**src/tmc_pkg.sv**
```systemverilog
// constants, field layout and state types for the two-timer mode block
// assumes one 100 MHz clock and word-wide AHB-Lite register access
// What this block does
// RULE1 - count pin sampled each cycle, high-low counts
// RULE2 - edge recognition spans two machine cycles
// RULE3 - source holds each level one cycle
// RULE4 - timer one gated by irq pin and run
// RULE5 - bit six picks timer one source
// RULE6 - option 00: prescaler feeds 8-bit high byte
// RULE7 - option 01: bytes cascade into 16 bits
// RULE8 - option 10: low byte reloads from high
// RULE9 - option 11 stops timer one entirely
// RULE10 - timer zero gated by irq pin and run
// RULE11 - bit two picks timer zero source
// RULE12 - timer zero options mirror timer one
// RULE13 - split: zero high byte runs on one's run
// RULE14 - timer ticks once per core clock
// RULE15 - overflow sets flag, vector ack clears
package tmc_pkg;

  // register indices; byte address is four times the index
  localparam logic [7:0] TMC_IDX_CTRL = 8'h88; // run bits and flags
  localparam logic [7:0] TMC_IDX_MODE = 8'h89; // timer_mode_select
  localparam logic [7:0] TMC_IDX_TL0  = 8'h8A; // timer_zero_low_byte
  localparam logic [7:0] TMC_IDX_TL1  = 8'h8B; // timer_one_low_byte
  localparam logic [7:0] TMC_IDX_TH0  = 8'h8C; // timer_zero_high_byte
  localparam logic [7:0] TMC_IDX_TH1  = 8'h8D; // timer_one_high_byte
  localparam logic [7:0] TMC_IDX_NONE = 8'h00; // unmapped access

  // address slicing for word access
  localparam int TMC_IDX_LSB = 2;
  localparam int TMC_IDX_W   = 8;
  localparam int TMC_ADR_W   = 32;

  // mode register fields
  localparam int TMC_GATE1   = 7;
  localparam int TMC_SRC1    = 6;
  localparam int TMC_OPT1_HI = 5;
  localparam int TMC_OPT1_LO = 4;
  localparam int TMC_GATE0   = 3;
  localparam int TMC_SRC0    = 2;
  localparam int TMC_OPT0_HI = 1;
  localparam int TMC_OPT0_LO = 0;

  // control register fields
  localparam int TMC_TF1 = 7;
  localparam int TMC_TR1 = 6;
  localparam int TMC_TF0 = 5;
  localparam int TMC_TR0 = 4;

  // reset values and byte constants
  localparam logic [7:0] TMC_MODE_RST = 8'h00;
  localparam logic [7:0] TMC_BYTE_RST = 8'h00;
  localparam logic [7:0] TMC_BYTE_MAX = 8'hFF;
  localparam logic [7:0] TMC_BYTE_ONE = 8'h01;
  localparam int         TMC_PRE_W    = 5;   // prescaler width

  // operating option of one timer, in bit-pattern order
  typedef enum logic [1:0] {
    TMC_PRESCALE,
    TMC_CASCADE,
    TMC_RELOAD,
    TMC_SPLIT
  } tmc_mode_t;

  // state of the main block
  typedef struct packed {
    logic [7:0] mode;  // timer_mode_select
    logic       tr0;   // timer_zero_run_bit
    logic       tr1;   // timer_one_run_bit
    logic       tf0;   // timer zero overflow flag
    logic       tf1;   // timer_one_overflow_flag
    logic [7:0] tl0;
    logic [7:0] th0;
    logic [7:0] tl1;
    logic [7:0] th1;
  } tmc_state_t;

  // state of the falling-edge sampler
  typedef struct packed {
    logic samp;  // this cycle's sample
    logic prev;  // last cycle's sample
  } tmc_fall_t;

  // state of the bus slave
  typedef struct packed {
    logic       act;    // data phase pending
    logic       wr;     // pending phase is a write
    logic       rdok;   // read data captured
    logic [7:0] idx;    // decoded register index
    logic [7:0] rdata;  // captured read byte
  } tmc_ahb_t;

endpackage : tmc_pkg

```
**src/tmc_reg_if.sv**
```systemverilog
// register access carrier between the bus slave and the timer core
// assumes both ends share clk; one access per data phase
interface tmc_reg_if;
  logic       wr_en;  // one-cycle write strobe
  logic [7:0] idx;    // register index of the data phase
  logic [7:0] wdata;  // write byte
  logic [7:0] rdata;  // read byte for idx, combinational

  // bus slave side
  modport bus (output wr_en, output idx, output wdata, input rdata);
  // register side
  modport regs (input wr_en, input idx, input wdata, output rdata);
endinterface : tmc_reg_if

```
**src/tmc_fall.sv**
```systemverilog
// falling-edge sampler for one external count pin
// assumes the pin is already synchronous to clk
module tmc_fall
  import tmc_pkg::*;
(
  input  wire logic clk,
  input  wire logic rst_n,
  input  wire logic pin,
  output logic      fall
);

  tmc_fall_t q;  // registered samples
  tmc_fall_t d;  // next samples

  // RULE1 sample every cycle
  always_comb begin
    d      = q;
    d.samp = pin;
    d.prev = q.samp;
  end

  // samples start low: a low pin after reset must not look like a fall
  always_ff @(posedge clk or negedge rst_n) begin
    if (!rst_n) begin
      q <= '{samp: 1'b0, prev: 1'b0};
    end else begin
      q <= d;
    end
  end

  // RULE2 high then low
  assign fall = q.prev & ~q.samp;

endmodule : tmc_fall

```
**src/tmc_ahb.sv**
```systemverilog
// AHB-Lite slave front end for the timer registers
// assumes single word transfers; reads take one wait state
module tmc_ahb
  import tmc_pkg::*;
(
  input  wire logic                 clk,
  input  wire logic                 rst_n,
  input  wire logic                 hsel,
  input  wire logic [TMC_ADR_W-1:0] haddr,
  input  wire logic [1:0]           htrans,
  input  wire logic                 hwrite,
  input  wire logic [2:0]           hsize,
  input  wire logic [31:0]          hwdata,
  input  wire logic                 hready,
  output logic      [31:0]          hrdata,
  output logic                      hreadyout,
  output logic                      hresp,
  tmc_reg_if.bus                    rif
);

  tmc_ahb_t q;  // registered phase state
  tmc_ahb_t d;  // next phase state

  // word index, or none for an unaligned address or one beyond the index field
  function automatic logic [7:0] tmc_decode(logic [TMC_ADR_W-1:0] a);
    logic hi_zero;
    hi_zero = (a[TMC_ADR_W-1:TMC_IDX_LSB+TMC_IDX_W] == '0);
    if (hi_zero && a[TMC_IDX_LSB-1:0] == '0) begin
      return a[TMC_IDX_LSB+TMC_IDX_W-1:TMC_IDX_LSB];
    end
    return TMC_IDX_NONE;
  endfunction : tmc_decode

  // address phase capture and read data capture
  always_comb begin
    d = q;
    // read byte is flopped first, so reads stall once
    if (q.act && !q.wr && !q.rdok) begin
      d.rdata = rif.rdata;
      d.rdok  = 1'b1;
    end
    if (hready) begin
      d.act = 1'b0;
      // only NONSEQ or SEQ start a transfer; size is not checked
      if (hsel && htrans[1]) begin
        d.act  = 1'b1;
        d.wr   = hwrite;
        d.rdok = 1'b0;
        d.idx  = tmc_decode(haddr);
      end
    end
  end

  // phase registers
  always_ff @(posedge clk or negedge rst_n) begin
    if (!rst_n) begin
      q <= '0;
    end else begin
      q <= d;
    end
  end

  // writes finish with no wait; reads wait for the captured byte
  assign hreadyout = ~(q.act & ~q.wr & ~q.rdok);
  assign hresp     = 1'b0;
  assign hrdata    = {24'h000000, q.rdata};
  assign rif.wr_en = q.act & q.wr;
  assign rif.idx   = q.idx;
  assign rif.wdata = hwdata[7:0];

endmodule : tmc_ahb

```
**src/tmc_top.sv**
```systemverilog
// timer zero and timer one core: mode decode, gating, sources, counting
// assumes synchronous pins and one machine cycle per clk period
//
// Implementation choice: register access over AHB-Lite.
module tmc_top
  import tmc_pkg::*;
#(
  parameter int PRE_W = TMC_PRE_W  // prescaler width in option 00
)(
  input  wire logic                 clk,
  input  wire logic                 rst_n,
  // AHB-Lite slave
  input  wire logic                 hsel,
  input  wire logic [TMC_ADR_W-1:0] haddr,
  input  wire logic [1:0]           htrans,
  input  wire logic                 hwrite,
  input  wire logic [2:0]           hsize,
  input  wire logic [31:0]          hwdata,
  input  wire logic                 hready,
  output logic      [31:0]          hrdata,
  output logic                      hreadyout,
  output logic                      hresp,
  // external pins
  input  wire logic                 count_pin_zero,
  input  wire logic                 count_pin_one,
  input  wire logic                 ext_irq_zero_pin,
  input  wire logic                 ext_irq_one_pin,
  // interrupt vector acknowledges
  input  wire logic                 tf0_vector_ack,
  input  wire logic                 tf1_vector_ack,
  // overflow flags
  output logic                      timer_zero_overflow_flag,
  output logic                      timer_one_overflow_flag
);

  // prescaler must fit inside the low byte
  if (PRE_W < 1 || PRE_W > 8) begin : g_pre_check
    $error("PRE_W must lie between 1 and 8");
  end

  tmc_reg_if rif ();  // register access from the slave

  tmc_state_t q;  // registered core state
  tmc_state_t d;  // next core state

  logic fall0;  // falling edge seen on count_pin_zero
  logic fall1;  // falling edge seen on count_pin_one

  // bus slave
  tmc_ahb u_ahb (
    .clk       (clk),
    .rst_n     (rst_n),
    .hsel      (hsel),
    .haddr     (haddr),
    .htrans    (htrans),
    .hwrite    (hwrite),
    .hsize     (hsize),
    .hwdata    (hwdata),
    .hready    (hready),
    .hrdata    (hrdata),
    .hreadyout (hreadyout),
    .hresp     (hresp),
    .rif       (rif)
  );

  // RULE1 timer zero pin sampler
  tmc_fall u_fall0 (
    .clk   (clk),
    .rst_n (rst_n),
    .pin   (count_pin_zero),
    .fall  (fall0)
  );

  // RULE1 timer one pin sampler
  tmc_fall u_fall1 (
    .clk   (clk),
    .rst_n (rst_n),
    .pin   (count_pin_one),
    .fall  (fall1)
  );

  // one tick of a non-split timer: returns {overflow, high, low}
  function automatic logic [16:0] tmc_step(
    tmc_mode_t  m,
    logic [7:0] tl,
    logic [7:0] th
  );
    logic [7:0]  nl;
    logic [7:0]  nh;
    logic        ov;
    logic [15:0] both;
    nl   = tl;
    nh   = th;
    ov   = 1'b0;
    both = {th, tl};
    unique case (m)
      // low bits prescale, carry into the high byte
      TMC_PRESCALE: begin
        if (tl[PRE_W-1:0] == '1) begin
          nl[PRE_W-1:0] = '0;
          nh = th + TMC_BYTE_ONE;
          ov = (th == TMC_BYTE_MAX);
        end else begin
          nl[PRE_W-1:0] = tl[PRE_W-1:0] + 1'b1;
        end
      end
      // both bytes as one word
      TMC_CASCADE: begin
        both = both + 16'h0001;
        nl   = both[7:0];
        nh   = both[15:8];
        ov   = ({th, tl} == 16'hFFFF);
      end
      // low byte wraps to the high byte
      TMC_RELOAD: begin
        if (tl == TMC_BYTE_MAX) begin
          nl = th;
          ov = 1'b1;
        end else begin
          nl = tl + TMC_BYTE_ONE;
        end
      end
      // split is handled by the caller
      TMC_SPLIT: begin
        nl = tl;
      end
    endcase
    return {ov, nh, nl};
  endfunction : tmc_step

  // decoded mode fields
  tmc_mode_t opt0;     // timer zero option
  tmc_mode_t opt1;     // timer one option
  logic      run0;     // timer zero enabled
  logic      run1;     // timer one enabled
  logic      tick0;    // timer zero counts this cycle
  logic      tick1;    // timer one counts this cycle
  logic      ovf0;     // timer zero overflow
  logic      ovf1;     // timer one overflow
  logic      ovfh;     // split high byte overflow
  logic [16:0] st0;    // timer zero step result
  logic [16:0] st1;    // timer one step result

  // RULE12 same option decode
  assign opt0 = tmc_mode_t'(q.mode[TMC_OPT0_HI:TMC_OPT0_LO]);
  assign opt1 = tmc_mode_t'(q.mode[TMC_OPT1_HI:TMC_OPT1_LO]);

  // RULE10 gate on irq zero
  assign run0 = q.tr0 & (~q.mode[TMC_GATE0] | ext_irq_zero_pin);
  // RULE4 gate on irq one
  assign run1 = q.tr1 & (~q.mode[TMC_GATE1] | ext_irq_one_pin);

  // RULE11 zero source select
  // RULE14 machine cycle tick
  assign tick0 = run0 & (q.mode[TMC_SRC0] ? fall0 : 1'b1);
  // RULE5 one source select
  // RULE3 pin levels held long
  assign tick1 = run1 & (q.mode[TMC_SRC1] ? fall1 : 1'b1);

  // step results, used only when the tick is present
  assign st0 = tmc_step(opt0, q.tl0, q.th0);
  assign st1 = tmc_step(opt1, q.tl1, q.th1);

  // next state: counting, then software writes, then flags
  always_comb begin
    d    = q;
    ovf0 = 1'b0;
    ovf1 = 1'b0;
    ovfh = 1'b0;

    // timer zero
    if (opt0 == TMC_SPLIT) begin
      // RULE13 low byte on own controls
      if (tick0) begin
        d.tl0 = q.tl0 + TMC_BYTE_ONE;
        ovf0  = (q.tl0 == TMC_BYTE_MAX);
      end
      // RULE13 high byte on run one
      if (q.tr1) begin
        d.th0 = q.th0 + TMC_BYTE_ONE;
        ovfh  = (q.th0 == TMC_BYTE_MAX);
      end
    end else if (tick0) begin
      // RULE6 RULE7 RULE8 zero options
      {ovf0, d.th0, d.tl0} = st0;
    end

    // RULE9 option 11 holds
    if (opt1 != TMC_SPLIT && tick1) begin
      // RULE6 RULE7 RULE8 one options
      {ovf1, d.th1, d.tl1} = st1;
    end

    // software write beats a count in the same cycle
    if (rif.wr_en) begin
      unique case (rif.idx)
        TMC_IDX_MODE: d.mode = rif.wdata;
        TMC_IDX_CTRL: begin
          d.tf1 = rif.wdata[TMC_TF1];
          d.tr1 = rif.wdata[TMC_TR1];
          d.tf0 = rif.wdata[TMC_TF0];
          d.tr0 = rif.wdata[TMC_TR0];
        end
        TMC_IDX_TL0:  d.tl0 = rif.wdata;
        TMC_IDX_TL1:  d.tl1 = rif.wdata;
        TMC_IDX_TH0:  d.th0 = rif.wdata;
        TMC_IDX_TH1:  d.th1 = rif.wdata;
        // unmapped writes are dropped
        default: d.mode = d.mode;
      endcase
    end

    // vector ack clears, but an overflow in the same cycle wins
    if (tf0_vector_ack) begin
      d.tf0 = 1'b0;
    end
    if (tf1_vector_ack) begin
      d.tf1 = 1'b0;
    end
    // RULE15 overflow sets flag
    if (ovf0) begin
      d.tf0 = 1'b1;
    end
    // split high byte borrows timer one's flag
    if (ovf1 || ovfh) begin
      d.tf1 = 1'b1;
    end
  end

  // core state register
  always_ff @(posedge clk or negedge rst_n) begin
    if (!rst_n) begin
      q <= '{mode: TMC_MODE_RST, tr0: 1'b0, tr1: 1'b0,
             tf0: 1'b0, tf1: 1'b0,
             tl0: TMC_BYTE_RST, th0: TMC_BYTE_RST,
             tl1: TMC_BYTE_RST, th1: TMC_BYTE_RST};
    end else begin
      q <= d;
    end
  end

  // read mux; unused control bits and unmapped words read zero
  always_comb begin
    rif.rdata = TMC_BYTE_RST;
    unique case (rif.idx)
      TMC_IDX_MODE: rif.rdata = q.mode;
      TMC_IDX_CTRL: begin
        rif.rdata[TMC_TF1] = q.tf1;
        rif.rdata[TMC_TR1] = q.tr1;
        rif.rdata[TMC_TF0] = q.tf0;
        rif.rdata[TMC_TR0] = q.tr0;
      end
      TMC_IDX_TL0:  rif.rdata = q.tl0;
      TMC_IDX_TL1:  rif.rdata = q.tl1;
      TMC_IDX_TH0:  rif.rdata = q.th0;
      TMC_IDX_TH1:  rif.rdata = q.th1;
      default:      rif.rdata = TMC_BYTE_RST;
    endcase
  end

  // flags straight from their flops
  assign timer_zero_overflow_flag = q.tf0;
  assign timer_one_overflow_flag  = q.tf1;

endmodule : tmc_top

```
**config.mk**
```make
export PLATFORM = sky130hd
export DESIGN_NAME = tmc_top
export DESIGN_NICKNAME = d
export VERILOG_FILES = /design/src/tmc_pkg.sv /design/src/tmc_reg_if.sv /design/src/tmc_fall.sv /design/src/tmc_ahb.sv /design/src/tmc_top.sv
export SDC_FILE = /design/constraint.sdc
export NUM_CORES = 1
export LEC_CHECK = 0
export ABC_AREA = 1
export ABC_CLOCK_PERIOD_IN_PS = 1800
export BUFFER_PORTS_ARGS = -buffer_cell sky130_fd_sc_hd__buf_2
export CAP_MARGIN = 20
export CORE_UTILIZATION = 51
export CTS_BUF_LIST = sky130_fd_sc_hd__clkbuf_16
export DETAILED_ROUTE_END_ITERATION = 7
export PLACE_DENSITY = 0.81
export SKIP_CTS_REPAIR_TIMING = 1
export SLEW_MARGIN = 5
export SYNTH_ARGS = -nofsm -noshare
export SYNTH_HDL_FRONTEND = slang
export SYNTH_SLANG_ARGS = --single-unit
```
**constraint.sdc**
```tcl
create_clock -name clk -period 1.8 [get_ports clk]
set_input_delay 0.09 -clock clk [delete_from_list [all_inputs] [get_ports clk]]
set_output_delay 0.09 -clock clk [all_outputs]
set_load 0.01 [all_outputs]
```
# After elaboration in Yosys (flattened, before gate mapping)
# Index checks and enable logic that the tools add are counted.
[word_totals]
memories = 0
mem_bits_ro = 0
reg_bits = 67
output_inout_bits = 36
input_bits = 80
elab_cells = 137
ramBits = 0
latch_bits = 0
[op_classes]
n_reduce_logical = 21
add_sub_neg = 8
n_lt_le_gt_ge = 0
mul = 0
shift = 0
div = 0
bitwise_logic = 18
n_eq_ne = 21
mux = 51
[op_table]
columns = ["cell", "count"]
rows = [
  ["8-bit two-way mux", 12],
  ["8-bit == test (second input constant)", 10],
  ["16-bit two-way mux", 3],
  ["34-bit two-way mux", 1],
  ["16-bit by 1-bit adder with 16-bit output (second input constant)", 2],
  ["8-bit by 1-bit adder with 8-bit output (second input constant)", 4],
  ["16-bit == test (second input constant)", 2],
  ["8-bit one-hot mux with 2 select lines", 2],
  ["4-bit one-hot mux with 6 select lines", 1],
  ["22-bit logical NOT", 1],
  ["1-bit two-way mux", 20],
  ["4-bit one-hot mux with 5 select lines", 1],
  ["5-bit one-hot mux with 4 select lines", 1],
  ["5-bit one-hot mux with 3 select lines", 1],
  ["3-bit one-hot mux with 2 select lines", 2],
  ["3-bit nonzero test", 4],
  ["11-bit two-way mux", 1],
  ["5-bit by 1-bit adder with 5-bit output (second input constant)", 2],
  ["5-bit == test (second input constant)", 2],
  ["5-bit two-way mux", 2],
  ["2-bit AND reduction", 5],
  ["1-bit bitwise AND", 9],
  ["9-bit two-way mux", 1],
  ["2-bit == test (second input constant)", 4],
  ["other kinds (10)", 26],
]

# Depth between registers and ports, before layout
[logic_depth]
word_depth = 10
depth_mapped = 11
mapped_depth_nobuf = 11

# Modules after synthesis
# From an unflattened synthesis, not the netlist that was laid out.
[unflattened]
cells_unflattened = 946
hier_area_um2 = 5914.4
[modules_own_cells]
columns = ["mod", "seq_area_each_um2", "n_inst", "area_per_inst_um2", "cells_per_inst"]
rows = [
  ["tmc_top", 1101.1, 1, 4471.8, 772],
  ["tmc_ahb", 475.5, 1, 1322.5, 166],
  ["tmc_fall", 50.0, 2, 60.1, 4],
]

# Least setup slack after synthesis
# Ideal clock, no wire load.
[synth_timing]
path_type = "reg2reg"
from = "reg q[24] (netlist name)"
to = "reg q[24] (netlist name)"
slack_ps = 33
path_stages_with_launch = 11
arrival_ps = 1639
required_time_ps = 1672
n_path_buf = 1
path_cell_list = "dfrtp_1 ha_1 nand2_1 nor2_1 ha_1 clkbuf_1 nand2_1 nor2_1 o31ai_1 o21bai_1 o21ai_0"
[synth_lines]
columns = ["item", "line_no", "text"]
rows = [
  ["start, declared", "tmc_top.sv:43", "tmc_state_t q;"],
  ["start signal, assigned", "tmc_top.sv:233", "q <= '{mode: TMC_MODE_RST, tr0: 1'b0, tr1: 1'b0,"],
]

==> flow_summary.toml <==
[clock_tree]
cts_tree = "built"
cts_buffer_depth = 2
clock-root-buffer = "clkbuf_16"
cts.sinks = 67
clk_latency_ns = 0.35
clk_pin_slew_ns = 0.06
cts.htree.levels = 3
cts_buffers = 9

[pwr]
vdd_drop_max_v = 0.0008829
p_per_area_nw_per_um2 = 855.8
p_leak_uw = 0.003377

[yosys]
ys_warn_count = 0
syn_area_um2 = 5707
synthMuxAreaShare_pct = 0
synth_xor_xnor_area_share_pct = 1.074
synth_fa_ha_area_share_pct = 3.070
yosysTopAreaCellShare_pct = 29.38
synth-async-reset-ratio_pct = 100.0
synth_cell_type_count = 47
synth_top_family_by_area = "simple AND/OR/NAND/NOR gates"
synth_compound_area_share_pct = 17.25
ys_seq_area_share_pct = 29.38
syn-mean-instance-area_um2 = 6.426
ys_ff_latch = 67
synth-edff-count = 0
ys.flop_type = "dfrtp_1"
yosys.area.top_type = "dfrtp_1"
synth_area_leaders = "dfrtp_1, nand2_1, a21oi_1"
synthCells = 888
synthSimpleGateAreaFrac_pct = 34.88

[floorplan]
die_x_um = 107.8
dieArea_um2 = 11620
initial_utilization_pct = 52.41
io_pins = 116
core-area_um2 = 10890
rows = 38
die_h_um = 107.8

[critical_path]
crit_required_ns = 2.03
cp_slowest_stage_delay_ns = 0.40
critPathTopFamily = "flip-flops"
slowest_stage = "dfrtp_1"
end_kind = "flop"
cp_cell_sequence = "inv_1 > ha_2 > inv_1 > nor3_1 > buf_4 > o31ai_1 > o21bai_1 > o21ai_0"
path_buf_inv = 3
cp-start-kind = "flop"
worstPathMaxFanout = 6
arrival_ns = 1.94
ff2ff_setup_slack_ns = 0.08
cpMostUsedCell = "inv_1"
critPathKind = "flop to flop"

[grt]
grt_pass1_vias = 5561
grt_overflow = 0
grt_max_degree = 28
grt_pass1_wl_um = 28010
grt_antenna_before_repair = 0
grtUsageTotal_pct = 32.26

[run]
max-cap-violations = 0

[routing]
drtAntennaViolNets = 0
first_pass_iters = 6
viasPerCell = 5.647
drc_errors = 0
routedWlPerCell_um = 16.11
vias = 6358
drt_iter0_markers = 721
route.final.wire_length_um = 18140

[placed_design]
dp_cells = 1105
placed_area_um2 = 6290
place.detailed.hpwl_um = 13850
globalplace.congestion = 0.9680
io_buffers = 62

[sta]
fmax_mhz = 582.2
finalHoldViolCount = 2
period_minus_slack_ns = 1.718
slew_viol_final = 0
grt_setup_unrepaired = "yes"
hold_slack_ns = -0.01295
max_slew.worst_pin.slew_ns = 0.5410
period_share_pct = 95.42
skew_ns = 0.008391
finalSetupViolations = 0
relSlewSlack_pct = 63.93
fin_setup_tns_ns = 0

[run_status]
violations = "negative hold slack"
status = "finished with violations"

[finish]
drive_gt1_share_pct = 17.75
syn_to_final_growth_pct = 17.17
fin_util_pct = 61.41
layout.cells.non_filler = 1126
diodes = 0
nets = 1076
stdcell_area_um2 = 6686

[min_path]
hold_class = "input port to flop"
==> worst register-to-register path: stages, from the launching register on <==
cell      delay (ns)
dfrtp_1         0.40
inv_1           0.10
ha_2            0.39
inv_1           0.09
nor3_1          0.13
buf_4           0.15
o31ai_1         0.06
o21bai_1        0.17
o21ai_0         0.10
==> layout by cell type, fill, tap and decap left out, types with 6 or more instances in the layout <==
master     instances
inv_1            104
inv_2              7
nand4_1            8
a21oi_1           83
conb_1            25
or2_2              7
buf_4             46
nor3_1             6
xor2_1             6
nor2_2             6
nand3_1           82
nor2_1            95
ha_1               9
o21ai_0           51
nor4_1             6
dfrtp_1           67
nand2_1          216
clkbuf_16          9
buf_2             62
o22ai_1           18
==> flip-flops by register name, indices dropped and copies added, names as in the netlist <==
signal	cells
opt0	2
opt1	2
q	38
timer_one_overflow_flag	1
timer_zero_overflow_flag	1
u_ahb.hrdata	8
u_ahb.q	3
u_ahb.rif.idx	8
u_fall0.d	1
u_fall0.q	1
u_fall1.d	1
u_fall1.q	1
==> power by group <==
part / total, uW / internal (uW) / switching [uW]
Sequential: 2050 / 1750 / 296
Clock: 1800 / 1070 / 733
Combinational: 1880 / 731 / 1150
==> routing by layer <==
layer  track usage, %  up-vias  part of all wire [%]  wire, um
li1                 -     3023                     -         -
met1            42.31     2918                    41      7378
met2            50.41      355                    46      8275
met3            6.477       62                   9.9      1804
met4            15.95        0                   3.8       683
met5                0        -                     0         0
==> final timing paths <==
check / start / end / cells after the start
max: opt0[0] / q[24] / 8
min: tf0_vector_ack / timer_zero_overflow_flag / 4
max reg2reg: opt0[0] / q[24] / 8
min reg2reg: u_fall0.d[0] / u_fall0.q[0] / 0
max in group asynchronous: rst_n / q[8] / 3
min in group asynchronous: rst_n / q[29] / 2
==> layout make-up <==
class | instances | area, um2
fill | 1041 | 4202
timing repair buffer | 116 | 765.7
sequential | 67 | 1677
multi-input combinational | 675 | 3351
tap | 140 | 175.2
clock buffer | 9 | 225.2
inverter | 113 | 426.7
clock inverter | 6 | 66.31
==> cells in the mapped netlist, drive strengths merged, types with 8 or more instances <==
cell,count
o21ai,59
nand2,223
nor2,106
a21oi,84
nand3,84
ha,14
buf,50
nor3,10
inv,111
o22ai,18
nand4,8
dfrtp,67
==> through the flow <==
step                      setup slack [ns]  power [uW]
after floorplan                    0.03341        3312
after global routing              -0.01085        5999
after global placement             0.06269        3822
after CTS                          0.01751        5661
after detailed placement           0.03856        3851
final                              0.08250        5722
==> cell families (layout without fill, tap and decap cells) <==
family,count (synthesis),in the layout
simple gates,450,450
compound gates,179,179
buf+inv,170,244
flops,67,67
fa+ha+maj,14,14
xor+xnor,7,7
other cells,1,25
No activity file was read; power rests on OpenSTA's default activity.
